### src/rtl/pxc_regs.svh
/*
  Offsets, field positions, reset values and timing counts of the
  auto-negotiation expansion and vendor configuration registers.
  Assumes it is included by bare name by the package and the main module.
*/
// What this block does
// RULE_01: parallel detection fault sets a sticky fault flag; reads 0 otherwise.
// RULE_02: read-only bit shows whether the link partner offers a next page.
// RULE_03: local next-page-able bit always reads 0.
// RULE_04: new page sets page-received flag; reading expansion register clears it.
// RULE_05: bit reads 1 when partner supports auto-negotiation, else 0.
// RULE_06: software writes zeros to reserved expansion bits and ignores them.
// RULE_07: coding bypass skips transmit 4B5B encoder and receive 5B4B decoder.
// RULE_08: scrambler bypass skips both transmit scrambler and receive descrambler.
// RULE_09: alignment bypass skips descrambler, alignment, decoding, encoder and scrambler.
// RULE_10: software keeps the reserved vendor configuration bit at 0.
// RULE_11: repeater mode asserts carrier sense from receive activity only.
// RULE_12: node mode asserts carrier sense from receive or transmit activity.
// RULE_13: repeater and three bypass bits load from straps at reset.
// RULE_14: media bit 1 selects TX, 0 selects FX; resets to 1.
// RULE_15: cable bit 1 means unshielded, 0 shielded pair; resets to 1.
// RULE_16: clock-output-disable bit 1 tri-states the 25 MHz clock output.
// RULE_17: force-link bit reports good 100 Mbit link regardless of line.
// RULE_18: link lamp mode 0 shows link; mode 1 also flashes on traffic.
// RULE_19: duplex lamp mode 1 shows 10 Mbit polarity; 0 shows full duplex.
// RULE_20: writing state-machine reset resets machines, bit self-clears when done.
// RULE_21: preamble suppression 1 accepts frames without preamble; resets to 0.
// RULE_22: fault flag holds until expansion read, clears unless fault persists.
`ifndef PXC_REGS_SVH
`define PXC_REGS_SVH

// register indices; byte address is four times the index
`define PXC_IDX_EXPANSION      6'h06
`define PXC_IDX_VENDOR         6'h10

// expansion register fields
`define PXC_EXP_FAULT          4
`define PXC_EXP_PARTNER_NP     3
`define PXC_EXP_LOCAL_NP       2
`define PXC_EXP_PAGE_RX        1
`define PXC_EXP_PARTNER_AN     0

// vendor configuration fields
`define PXC_CFG_CODING_BYP     15
`define PXC_CFG_SCR_BYP        14
`define PXC_CFG_ALIGN_BYP      13
`define PXC_CFG_RSVD12         12
`define PXC_CFG_REPEATER       11
`define PXC_CFG_TX_MODE        10
`define PXC_CFG_UTP            9
`define PXC_CFG_CLK_DIS        8
`define PXC_CFG_FORCE_LINK     7
`define PXC_CFG_RSVD6          6
`define PXC_CFG_LINK_MODE      5
`define PXC_CFG_DUP_MODE       4
`define PXC_CFG_SM_RESET       3
`define PXC_CFG_PRE_SUP        2

// reset values of fields not taken from straps
`define PXC_RST_RSVD12         1'b0
`define PXC_RST_TX_MODE        1'b1
`define PXC_RST_UTP            1'b1
`define PXC_RST_CLK_DIS        1'b0
`define PXC_RST_FORCE_LINK     1'b0
`define PXC_RST_RSVD6          1'b1
`define PXC_RST_LINK_MODE      1'b0
`define PXC_RST_DUP_MODE       1'b0
`define PXC_RST_PRE_SUP        1'b0

// timing
`define PXC_CLK_PERIOD_NS      40
`define PXC_SM_RESET_NS        320
`define PXC_SM_RESET_CYCLES    (`PXC_SM_RESET_NS / `PXC_CLK_PERIOD_NS)
`define PXC_STRAP_WAIT         3'h3
`define PXC_BLINK_BITS         22

`endif

### src/rtl/pxc_pkg.sv
/*
  Types of the expansion and vendor configuration register block.
  Assumes pxc_regs.svh is on the include path.
*/
`include "pxc_regs.svh"

package pxc_pkg;

  typedef struct packed {
    logic                        ack;
    logic [15:0]                 rdat;
    logic                        fault_latch;
    logic                        page_rx;
    logic                        coding_byp;
    logic                        scr_byp;
    logic                        align_byp;
    logic                        rsvd12;
    logic                        repeater;
    logic                        tx_mode;
    logic                        utp;
    logic                        clk_dis;
    logic                        force_link;
    logic                        rsvd6;
    logic                        link_mode;
    logic                        dup_mode;
    logic                        pre_sup;
    logic [7:0]                  smr_cnt;
    logic [2:0]                  strap_wait;
    logic [`PXC_BLINK_BITS-1:0]  blink;
    logic                        crs;
    logic                        link_good;
    logic                        link_lamp;
    logic                        duplex_lamp;
    logic                        ref_clk_oe;
    logic                        code_byp_out;
    logic                        scr_byp_out;
    logic                        sm_reset;
  } pxc_state_t;

endpackage

### src/rtl/pxc_phy_cfg.sv
/*
  Expansion and vendor configuration registers of a 10/100 PHY, reached
  over a classic Wishbone slave, with the mode outputs they steer.
  Assumes status inputs come from PHY logic on i_core_clk; straps are pins.
*/
// The Wishbone slave port was decided locally.
`timescale 1ns/1ps
`default_nettype none
`include "pxc_regs.svh"

module pxc_phy_cfg
  import pxc_pkg::*;
(
  // clock and reset
  input  wire logic        i_core_clk,
  input  wire logic        i_sys_rst,
  // wishbone slave
  input  wire logic        i_wb_cyc,
  input  wire logic        i_wb_stb,
  input  wire logic        i_wb_we,
  input  wire logic [7:0]  i_wb_adr,
  input  wire logic [3:0]  i_wb_sel,
  input  wire logic [31:0] i_wb_dat,
  output logic      [31:0] o_wb_dat,
  output logic             o_wb_ack,
  // strap pins
  input  wire logic        i_coding_bypass_strap,
  input  wire logic        i_scrambler_bypass_strap,
  input  wire logic        i_alignment_bypass_strap,
  input  wire logic        i_repeater_node_strap,
  // negotiation status from the phy core
  input  wire logic        i_parallel_detect_fault,
  input  wire logic        i_page_received,
  input  wire logic        i_partner_next_page_able,
  input  wire logic        i_partner_negotiation_able,
  // line activity from the phy core
  input  wire logic        i_rx_active,
  input  wire logic        i_tx_active,
  input  wire logic        i_link_ok,
  input  wire logic        i_full_duplex,
  input  wire logic        i_speed_10,
  input  wire logic        i_rx_polarity,
  // mode outputs
  output logic             o_coding_bypass,
  output logic             o_scrambler_bypass,
  output logic             o_alignment_bypass,
  output logic             o_repeater_mode,
  output logic             o_media_tx,
  output logic             o_cable_utp,
  output logic             o_ref_clock_output_oe,
  output logic             o_link_good,
  output logic             o_carrier_sense,
  output logic             o_link_lamp,
  output logic             o_duplex_lamp,
  output logic             o_state_machine_reset,
  output logic             o_mgmt_preamble_suppress
);

  localparam logic [7:0] SMR_CYCLES = 8'(`PXC_SM_RESET_CYCLES);

  pxc_state_t s;
  pxc_state_t next_s;

  logic [3:0]  strap_sync;
  logic        req;
  logic        take;
  logic        hit_exp;
  logic        hit_cfg;
  logic        rd_exp;
  logic        wr_cfg;
  logic        wr_smr;
  logic [15:0] exp_word;
  logic [15:0] cfg_word;

  pxc_sync2 #(
    .WIDTH (4)
  ) u_strap_sync (
    .i_core_clk (i_core_clk),
    .i_sys_rst  (i_sys_rst),
    .i_async    ({i_repeater_node_strap, i_alignment_bypass_strap,
                  i_scrambler_bypass_strap, i_coding_bypass_strap}),
    .o_sync     (strap_sync)
  );

  assign req     = i_wb_cyc & i_wb_stb;
  assign take    = req & ~s.ack;
  assign hit_exp = (i_wb_adr[7:2] == `PXC_IDX_EXPANSION);
  assign hit_cfg = (i_wb_adr[7:2] == `PXC_IDX_VENDOR);
  // read side effect at the edge where data is captured, not a cycle later,
  // so an event in between cannot slip past unreported
  assign rd_exp  = take & ~i_wb_we & hit_exp;
  assign wr_cfg  = req & s.ack & i_wb_we & hit_cfg;
  assign wr_smr  = wr_cfg & i_wb_sel[0] & i_wb_dat[`PXC_CFG_SM_RESET];

  always_comb begin
    exp_word = 16'h0000; // RULE_06
    exp_word[`PXC_EXP_FAULT]      = s.fault_latch;
    exp_word[`PXC_EXP_PARTNER_NP] = i_partner_next_page_able; // RULE_02
    exp_word[`PXC_EXP_LOCAL_NP]   = 1'b0; // RULE_03
    exp_word[`PXC_EXP_PAGE_RX]    = s.page_rx;
    exp_word[`PXC_EXP_PARTNER_AN] = i_partner_negotiation_able; // RULE_05
  end

  always_comb begin
    cfg_word = 16'h0000;
    cfg_word[`PXC_CFG_CODING_BYP] = s.coding_byp;
    cfg_word[`PXC_CFG_SCR_BYP]    = s.scr_byp;
    cfg_word[`PXC_CFG_ALIGN_BYP]  = s.align_byp;
    cfg_word[`PXC_CFG_RSVD12]     = s.rsvd12;
    cfg_word[`PXC_CFG_REPEATER]   = s.repeater;
    cfg_word[`PXC_CFG_TX_MODE]    = s.tx_mode;
    cfg_word[`PXC_CFG_UTP]        = s.utp;
    cfg_word[`PXC_CFG_CLK_DIS]    = s.clk_dis;
    cfg_word[`PXC_CFG_FORCE_LINK] = s.force_link;
    cfg_word[`PXC_CFG_RSVD6]      = s.rsvd6;
    cfg_word[`PXC_CFG_LINK_MODE]  = s.link_mode;
    cfg_word[`PXC_CFG_DUP_MODE]   = s.dup_mode;
    cfg_word[`PXC_CFG_SM_RESET]   = (s.smr_cnt != 8'h00); // RULE_20
    cfg_word[`PXC_CFG_PRE_SUP]    = s.pre_sup;
  end

  always_comb begin
    next_s = s;
    // one wait state; ack drops the cycle after it was given
    next_s.ack = take;
    if (take) begin
      if (hit_exp) begin
        next_s.rdat = exp_word;
      end else if (hit_cfg) begin
        next_s.rdat = cfg_word;
      end else begin
        next_s.rdat = 16'h0000;
      end
    end

    // set wins over the clear-on-read
    next_s.fault_latch = i_parallel_detect_fault | (s.fault_latch & ~rd_exp); // RULE_01 RULE_22
    next_s.page_rx     = i_page_received | (s.page_rx & ~rd_exp); // RULE_04

    // straps read once the synchroniser holds real pin levels
    if (s.strap_wait != 3'h0) begin
      next_s.strap_wait = s.strap_wait - 3'h1;
    end
    if (s.strap_wait == 3'h1) begin
      next_s.coding_byp = strap_sync[0]; // RULE_13
      next_s.scr_byp    = strap_sync[1]; // RULE_13
      next_s.align_byp  = strap_sync[2]; // RULE_13
      next_s.repeater   = strap_sync[3]; // RULE_13
    end

    if (wr_cfg & i_wb_sel[1]) begin
      next_s.coding_byp = i_wb_dat[`PXC_CFG_CODING_BYP];
      next_s.scr_byp    = i_wb_dat[`PXC_CFG_SCR_BYP];
      next_s.align_byp  = i_wb_dat[`PXC_CFG_ALIGN_BYP];
      // stored as written; keeping it 0 is software's job
      next_s.rsvd12     = i_wb_dat[`PXC_CFG_RSVD12]; // RULE_10
      next_s.repeater   = i_wb_dat[`PXC_CFG_REPEATER];
      next_s.tx_mode    = i_wb_dat[`PXC_CFG_TX_MODE]; // RULE_14
      next_s.utp        = i_wb_dat[`PXC_CFG_UTP]; // RULE_15
      next_s.clk_dis    = i_wb_dat[`PXC_CFG_CLK_DIS];
    end
    if (wr_cfg & i_wb_sel[0]) begin
      next_s.force_link = i_wb_dat[`PXC_CFG_FORCE_LINK];
      next_s.rsvd6      = i_wb_dat[`PXC_CFG_RSVD6];
      next_s.link_mode  = i_wb_dat[`PXC_CFG_LINK_MODE];
      next_s.dup_mode   = i_wb_dat[`PXC_CFG_DUP_MODE];
      next_s.pre_sup    = i_wb_dat[`PXC_CFG_PRE_SUP]; // RULE_21
    end

    // a second request while the pulse runs is absorbed, not restarted
    if (s.smr_cnt != 8'h00) begin
      next_s.smr_cnt = s.smr_cnt - 8'h01;
    end else if (wr_smr) begin
      next_s.smr_cnt = SMR_CYCLES; // RULE_20
    end
    next_s.sm_reset = (next_s.smr_cnt != 8'h00); // RULE_20

    next_s.blink = s.blink + `PXC_BLINK_BITS'(1);

    // alignment bypass also takes out the coder and the scrambler
    next_s.code_byp_out = s.coding_byp | s.align_byp; // RULE_07 RULE_09
    next_s.scr_byp_out  = s.scr_byp | s.align_byp; // RULE_08 RULE_09
    next_s.ref_clk_oe   = ~s.clk_dis; // RULE_16
    next_s.link_good    = s.force_link | i_link_ok; // RULE_17
    if (s.repeater) begin
      next_s.crs = i_rx_active; // RULE_11
    end else begin
      next_s.crs = i_rx_active | i_tx_active; // RULE_12
    end
    if (s.link_mode) begin
      next_s.link_lamp = next_s.link_good &
                         ~((i_rx_active | i_tx_active) & s.blink[`PXC_BLINK_BITS-1]); // RULE_18
    end else begin
      next_s.link_lamp = next_s.link_good; // RULE_18
    end
    if (s.dup_mode & i_speed_10) begin
      next_s.duplex_lamp = i_rx_polarity; // RULE_19
    end else begin
      next_s.duplex_lamp = i_full_duplex; // RULE_19
    end
  end

  always_ff @(posedge i_core_clk) begin
    if (i_sys_rst) begin
      s            <= '0;
      s.rsvd12     <= `PXC_RST_RSVD12;
      s.tx_mode    <= `PXC_RST_TX_MODE; // RULE_14
      s.utp        <= `PXC_RST_UTP; // RULE_15
      s.clk_dis    <= `PXC_RST_CLK_DIS;
      s.force_link <= `PXC_RST_FORCE_LINK;
      s.rsvd6      <= `PXC_RST_RSVD6;
      s.link_mode  <= `PXC_RST_LINK_MODE;
      s.dup_mode   <= `PXC_RST_DUP_MODE;
      s.pre_sup    <= `PXC_RST_PRE_SUP; // RULE_21
      s.strap_wait <= `PXC_STRAP_WAIT;
    end else begin
      s <= next_s;
    end
  end

  assign o_wb_dat                 = {16'h0000, s.rdat};
  assign o_wb_ack                 = s.ack;
  assign o_coding_bypass          = s.code_byp_out;
  assign o_scrambler_bypass       = s.scr_byp_out;
  assign o_alignment_bypass       = s.align_byp;
  assign o_repeater_mode          = s.repeater;
  assign o_media_tx               = s.tx_mode;
  assign o_cable_utp              = s.utp;
  assign o_ref_clock_output_oe    = s.ref_clk_oe;
  assign o_link_good              = s.link_good;
  assign o_carrier_sense          = s.crs;
  assign o_link_lamp              = s.link_lamp;
  assign o_duplex_lamp            = s.duplex_lamp;
  assign o_state_machine_reset    = s.sm_reset;
  assign o_mgmt_preamble_suppress = s.pre_sup;
endmodule

`default_nettype wire

### src/rtl/pxc_sync2.sv
/*
  Two-flop synchroniser for a group of asynchronous pin levels.
  Assumes the inputs are slow levels; no pulse capture.
*/
`timescale 1ns/1ps
`default_nettype none

module pxc_sync2 #(
  parameter int WIDTH = 4
) (
  // clock and reset
  input  wire logic             i_core_clk,
  input  wire logic             i_sys_rst,
  // levels
  input  wire logic [WIDTH-1:0] i_async,
  output logic      [WIDTH-1:0] o_sync
);

  logic [WIDTH-1:0] meta;

  genvar g;
  generate
    for (g = 0; g < WIDTH; g = g + 1) begin : g_bit
      always_ff @(posedge i_core_clk) begin
        if (i_sys_rst) begin
          meta[g]   <= 1'b0;
          o_sync[g] <= 1'b0;
        end else begin
          meta[g]   <= i_async[g];
          o_sync[g] <= meta[g];
        end
      end
    end
  endgenerate

endmodule

`default_nettype wire

### config.mk
export PLATFORM = sky130hd
export DESIGN_NAME = pxc_phy_cfg
export DESIGN_NICKNAME = d
export VERILOG_FILES = /design/src/rtl/pxc_pkg.sv /design/src/rtl/pxc_phy_cfg.sv /design/src/rtl/pxc_sync2.sv
export VERILOG_INCLUDE_DIRS = /design/src /design/src/rtl
export SDC_FILE = /design/constraint.sdc
export NUM_CORES = 1
export LEC_CHECK = 0
export BUFFER_PORTS_ARGS = -buffer_cell sky130_fd_sc_hd__buf_2
export CAP_MARGIN = 20
export CORE_MARGIN = 3
export CORE_UTILIZATION = 51
export CTS_CLUSTER_DIAMETER = 40
export CTS_CLUSTER_SIZE = 14
export DETAILED_ROUTE_END_ITERATION = 8
export HOLD_SLACK_MARGIN = 0.08
export PLACE_DENSITY_LB_ADDON = 0.3
export REMOVE_ABC_BUFFERS = 1
export SYNTH_ARGS = -nofsm -noshare
export SYNTH_HDL_FRONTEND = slang
export SYNTH_SLANG_ARGS = --single-unit
export TNS_END_PERCENT = 5
### constraint.sdc
create_clock -name i_core_clk -period 1.85 [get_ports i_core_clk]
set_input_delay 0.185 -clock i_core_clk [delete_from_list [all_inputs] [get_ports i_core_clk]]
set_output_delay 0.185 -clock i_core_clk [all_outputs]
set_load 0.005 [all_outputs]
## Word level (Yosys, flattened, before mapping)

Index checks and enable logic that the tools add are counted.

- Bits in registers: 81
- Latch bits: 0
- RAM bits: 0
- Bits in read-only memories: 0
- Input bits: 63
- Memories kept: 0

- Add/sub/neg operators: 3
- $mul: 0
- Divide/modulo/power cells: 0
- Magnitude comparators: 0
- Equal/unequal tests: 3
- Shift operators: 0
- Muxes and demuxes: 10
- Bitwise operators: 26
- Reduce and logical (&&, ||, !) cells: 4

Operators by type and width:

| kind | number |
|---|---|
| $mux 16 | 2 |
| $mux 8 | 3 |
| $add 22x1->22 const B | 1 |
| $reduce_bool 8->1 | 2 |
| $and 1x1->1 | 15 |
| $sub 8x1->8 const B | 1 |
| $eq 6x3->1 const B | 1 |
| $eq 6x5->1 const B | 1 |
| $or 1x1->1 | 6 |
| $not 1->1 | 5 |
| $mux 1 | 4 |
| $eq 3x1->1 const B | 1 |
| $mux 3 | 1 |
| $reduce_bool 3->1 | 1 |
| $sub 3x1->3 const B | 1 |
| $reduce_bool 2->1 | 1 |

## Longest topological paths before layout

- Depth after elaboration: 9
- Mapped depth: 7
- Depth with buffers taken out: 6

## Cells and area by module

Synthesis repeated with hierarchy kept, for this count alone.

- Cells, all modules: 410
- Area, all modules: 3,587.2 um^2

Modules (own cells, without submodules):

| module | instances | cells an instance | area an instance (um^2) | seq. area each (um^2) |
|---|---|---|---|---|
| pxc_phy_cfg | 1 | 394 | 3,377.0 | 1,461.4 |
| pxc_sync2 | 1 | 16 | 210.2 | 160.2 |

## Worst setup path after synthesis

Ideal clock, no wire load.

- Path kind: register to register
- From: register s[35] in the netlist's numbering
- To: register s (netlist bit o_state_machine_reset)
- Data arrival time: 1.526 ns
- Path slack: 0.190 ns
- Stages on the path, launching flop included: 5
- Path buffers: 0
- Cells stage by stage: dfxtp_1 > or4_4 > or4_1 > a31oi_1 > o221ai_1

- Word-level cells in the longest chain between the ends: 3
- Elaborated cells on any way between the ends: 5
- Those cells by class: 1 x add/sub; 2 x mux; 2 x reduce/logical

Ends and longest elaborated chain:

| item | line | text |
|---|---|---|
| start, declared | pxc_phy_cfg.sv:61 | `pxc_state_t s;` |
| start signal, assigned | pxc_phy_cfg.sv:217 | `s <= next_s;` |
| $sub 8x1->8 (tied with other cells) | pxc_phy_cfg.sv:172 | `next_s.smr_cnt = s.smr_cnt - 8'h01;` |
| $mux 8 * | pxc_phy_cfg.sv:171 | `if (s.smr_cnt != 8'h00) begin` |
| $reduce_bool 8->1 * | pxc_phy_cfg.sv:176 | `next_s.sm_reset = (next_s.smr_cnt != 8'h00);` |

Every way passes the cells marked *; elsewhere a longest branch is shown, timed or not.
A chain may end at the register's enable or synchronous reset.

## Worst setup path in the final report

- From: register s[36] in the netlist's numbering
- To: register s (netlist bit o_state_machine_reset)

Same word-level chain as after synthesis.

==> results <==
- The source-to-sink clock delay at the later pin of the worst-skew pair is 350 ps.
- The unique cell type count in the Yosys netlist is 47.
- The clock period minus final worst setup slack is 1760 ps.
- The area of all placed cells without fillers is roughly 0.0042 sq mm.
- The clock passes through at most 2 buffers.
- The most common cell after layout, fill and taps aside is dfxtp_1.
- At the pin with the least slew margin, the transition time is ~510 ps.
- The post-route DRC violation count is 0.
- The combined area of the multi-input logic cells is about 0.0016 sq mm.
- The leading area contributor after synthesis is dfxtp_1.
- The final design utilization is 64.7%.
- The via count of the first global-routing pass was roughly 2600.
- The die outline width is around 89 um.
- In this run the clock root is driven by a clkbuf_8.
- The synthesized design contains 0 enable-type register cells.
- The flow ran to the end, and the final reports show no timing, DRC or antenna violations.
- From synthesis to final layout, the design area changed by 19.6%.
- The overall overflow remaining after global route is 0.
- Yosys attributes the largest share of cell area to dfxtp_1 (46%), buf_4 (6.8%), nor2_1 (4.9%), a21oi_1 (4.4%), mux2i_1 (3.7%).
- The final weighted congestion in routability-driven placement is a little under 0.9.
- For the worst setup path, the data required time is between 2000 and 2500 ps.
- The total via count after detailed routing is a little under 3000.
- Headroom to the max-slew limit came out at 65.6%.
- Setup repair after global routing left no endpoint under its margin.
- At the worst endpoint, the arrival time is approximately 2000 ps.
- The tool flagged a number of max-cap violations equal to 0.
- The detailed router finished its first iteration with approximately 110 violations.
- The areal power density over the cells is 1040 mW/mm^2.
- The area of the die is ~0.008 sq mm.
- The initial utilization of the core area, before any placement, comes to 54.1%.
- Once placement finished, the instance area stood at ~0.0038 sq mm.
- The worst path uses 95.1% of the clock period.
- The number of failing setup endpoints in the final timing report is 0.
- The number of max-slew violations in the final report was 0.
- In this run the core area contains 29 standard-cell rows.
- After synthesis, the share of flip-flops with an asynchronous set or reset is 0%.
- The kind of end point of the critical path is a flop.
- The placed wire-length estimate is roughly 5300 um.
- The tightest hold path in the finished design has a slack of between 100 and 150 ps.
- The sequential area share after synthesis is a little under half.
- The class of the worst hold path is in -> reg.
- Summed over all cells, the static leakage comes to ~1.8 nW.
- The most common flop cell mapped by yosys is dfxtp_1.
- Based on the critical path, the design can be clocked at up to ~570 MHz.
- The clock net in this run drives a total of a little over 80 sinks.
- From bottom edge to top edge, the die measures 89.2 um.
- STA classifies the critical path startpoint as a flop.
- The first global-routing pass estimated approximately 12000 um of wire.
- TritonCTS created 9 clock buffers.
- The least setup slack across all paths after layout is just over 90 ps.
- At the placement stage, the worst setup path has a slack of about 120 ps.
- In the final layout, the share of cells above drive strength 1 is a little over a fifth.
- The sequential cell area in the final layout is 0.00162 sq mm.
- 0 antenna diodes ended up in the layout.
- The setup path with the least slack is of type reg -> reg.
- The initial antenna violation count is 0.
- The cell area that synthesis handed to floorplanning was approximately 0.0035 sq mm.
- After detailed routing, the number of vias per cell comes to approximately 5.3.
- The synthesis warning total is 0.
- The gate count after technology mapping is 404.
- The top-area cell type share of the netlist area is a little under half.
- The final number of hold-violating endpoints was 0.
- In this run, synthesis produced a sequential element count of slightly above 80.
- During placement, the flow inserted port buffers numbering 70.
- The number of search-and-repair iterations in the first detailed-routing pass is 4.
- The clock arrives with 11.6 ps of skew.
- The layout has 557 filler cells.
- In the final design database the tool counted 549 nets.
- The routed design has 7510 um of wire.
- After clock tree synthesis, the clock-pin slew on the worst setup and hold paths is ~90 ps.
- Adding up every negative setup slack in the final design gives 0 ps.
- The average wire per cell in the routed design is 13.4 um.
- Once detail routing completed, the nets flagged for antenna violations numbered 0.
- Averaged over all synthesized cells, the footprint is slightly below 9 sq um.
- roughly 110 I/O pins were placed.
- The placeable core region is between 0.006 and 0.007 sq mm.
- The largest fanout on the critical path is 5.
- The largest voltage drop on the vdd net is around 640 uV.
- Entering global routing, the biggest net connects 43 pins.
- In this run the post-CTS setup repair buffer count came out at 0.
- The CTS H-tree depth is 3.
- The overall global routing resource usage is about a fifth.
- TritonCTS built the clock tree.
- In the layout the commonest cells are dfxtp_1 (81), buf_2 (70), nor2_1 (46), nand2_1 (31), a21oi_1 (31).
==> path summary, 6_finish.rpt <==
check	start	to	slack [ps]	depth (start not counted)
worst max-delay path	s[36]	o_state_machine_reset	90	4
worst max register to register	s[36]	o_state_machine_reset	90	4
worst min register to register	u_strap_sync.meta[1]	u_strap_sync.o_sync[1]	440	1
worst min-delay path	i_wb_dat[10]	o_media_tx	100	3
==> per-layer routing <==
layer  part of all wire (%)  track usage [%]  up-vias
met5                      0                0        -
met3                    6.4             3.69       17
met2                     45             31.8      108
met4                    2.3             9.47        0
li1                       -                -     1506
met1                     47             25.2     1333
==> critical path, cell delays in order, from the launching register on <==
cell and delay [ps]:
dfxtp_1 350, or4_4 550, or4_1 410, a31oi_1 180, o221ai_1 150
==> through the flow <==
step	power (mW)	std cells
2_1_floorplan	2.60	370
3_3_place_gp	2.89	530
3_5_place_dp	2.91	530
4_1_cts	4.42	562
5_1_grt	4.63	562
6_report	4.39	562
==> power by group <==
| group | total (mW) | switching [mW] | internal (mW) |
|---|---|---|---|
| Sequential | 1.97 | 0.109 | 1.86 |
| Combinational | 0.931 | 0.483 | 0.449 |
| Clock | 1.48 | 0.661 | 0.818 |
| Total | 4.39 | 1.25 | 3.13 |
==> cell type report <==
type	count	area share [%]
Inverter	11	0.977
Timing Repair Buffer	99	14.7
Tap cell	77	2.28
Sequential cell	81	38.4
Clock inverter	6	2.31
Multi-Input combinational cell	278	38.1
Clock buffer	10	3.26
==> state kept, by name (all words and copies together), names as in the netlist <==
name and cells:
s 33, o_coding_bypass 1, o_carrier_sense 1, o_wb_dat 16
o_wb_ack 1, u_strap_sync.o_sync 4, o_ref_clock_output_oe 1, cfg_word 8
o_link_good 1, o_media_tx 1, o_repeater_mode 1, o_scrambler_bypass 1
u_strap_sync.meta 4, o_duplex_lamp 1, o_state_machine_reset 1, exp_word 2
o_link_lamp 1, o_alignment_bypass 1, o_mgmt_preamble_suppress 1, o_cable_utp 1
==> Yosys cell counts, types with 7 or more instances <==
library cell / n
dfxtp_1: 81
nor2_1: 46
buf_4: 32
a21oi_1: 31
nand2_1: 31
nand3_1: 25
mux2i_1: 13
nor2b_1: 12
o21ai_0: 12
inv_1: 11
clkbuf_1: 10
nand4_1: 8
nor3_1: 8
xor2_1: 7
==> kinds of logic after synthesis <==
| kind of cell | count (synthesis) | share of synthesized area (%) |
|---|---|---|
| buffers and inverters | 60 | 10.3 |
| DFF | 81 | 45.9 |
| AOI/OAI and AO/OA | 65 | 10.9 |
| other | 1 | 0.106 |
| xor gates and xnor gates | 13 | 3.22 |
| adders and majority gates | 6 | 2.12 |
| and+or+nand+nor | 165 | 23.8 |
| muxes | 13 | 3.68 |
==> timing repair <==
| action | 4_1_cts | 5_1_grt |
|---|---|---|
| hold endpoints to repair | 14 | 0 |
| endpoints found under the setup margin | 0 | 1 |
| gates resized for setup | 0 | 1 |
| hold buffers | 16 | 0 |
(Power assumes the default switching activity.)
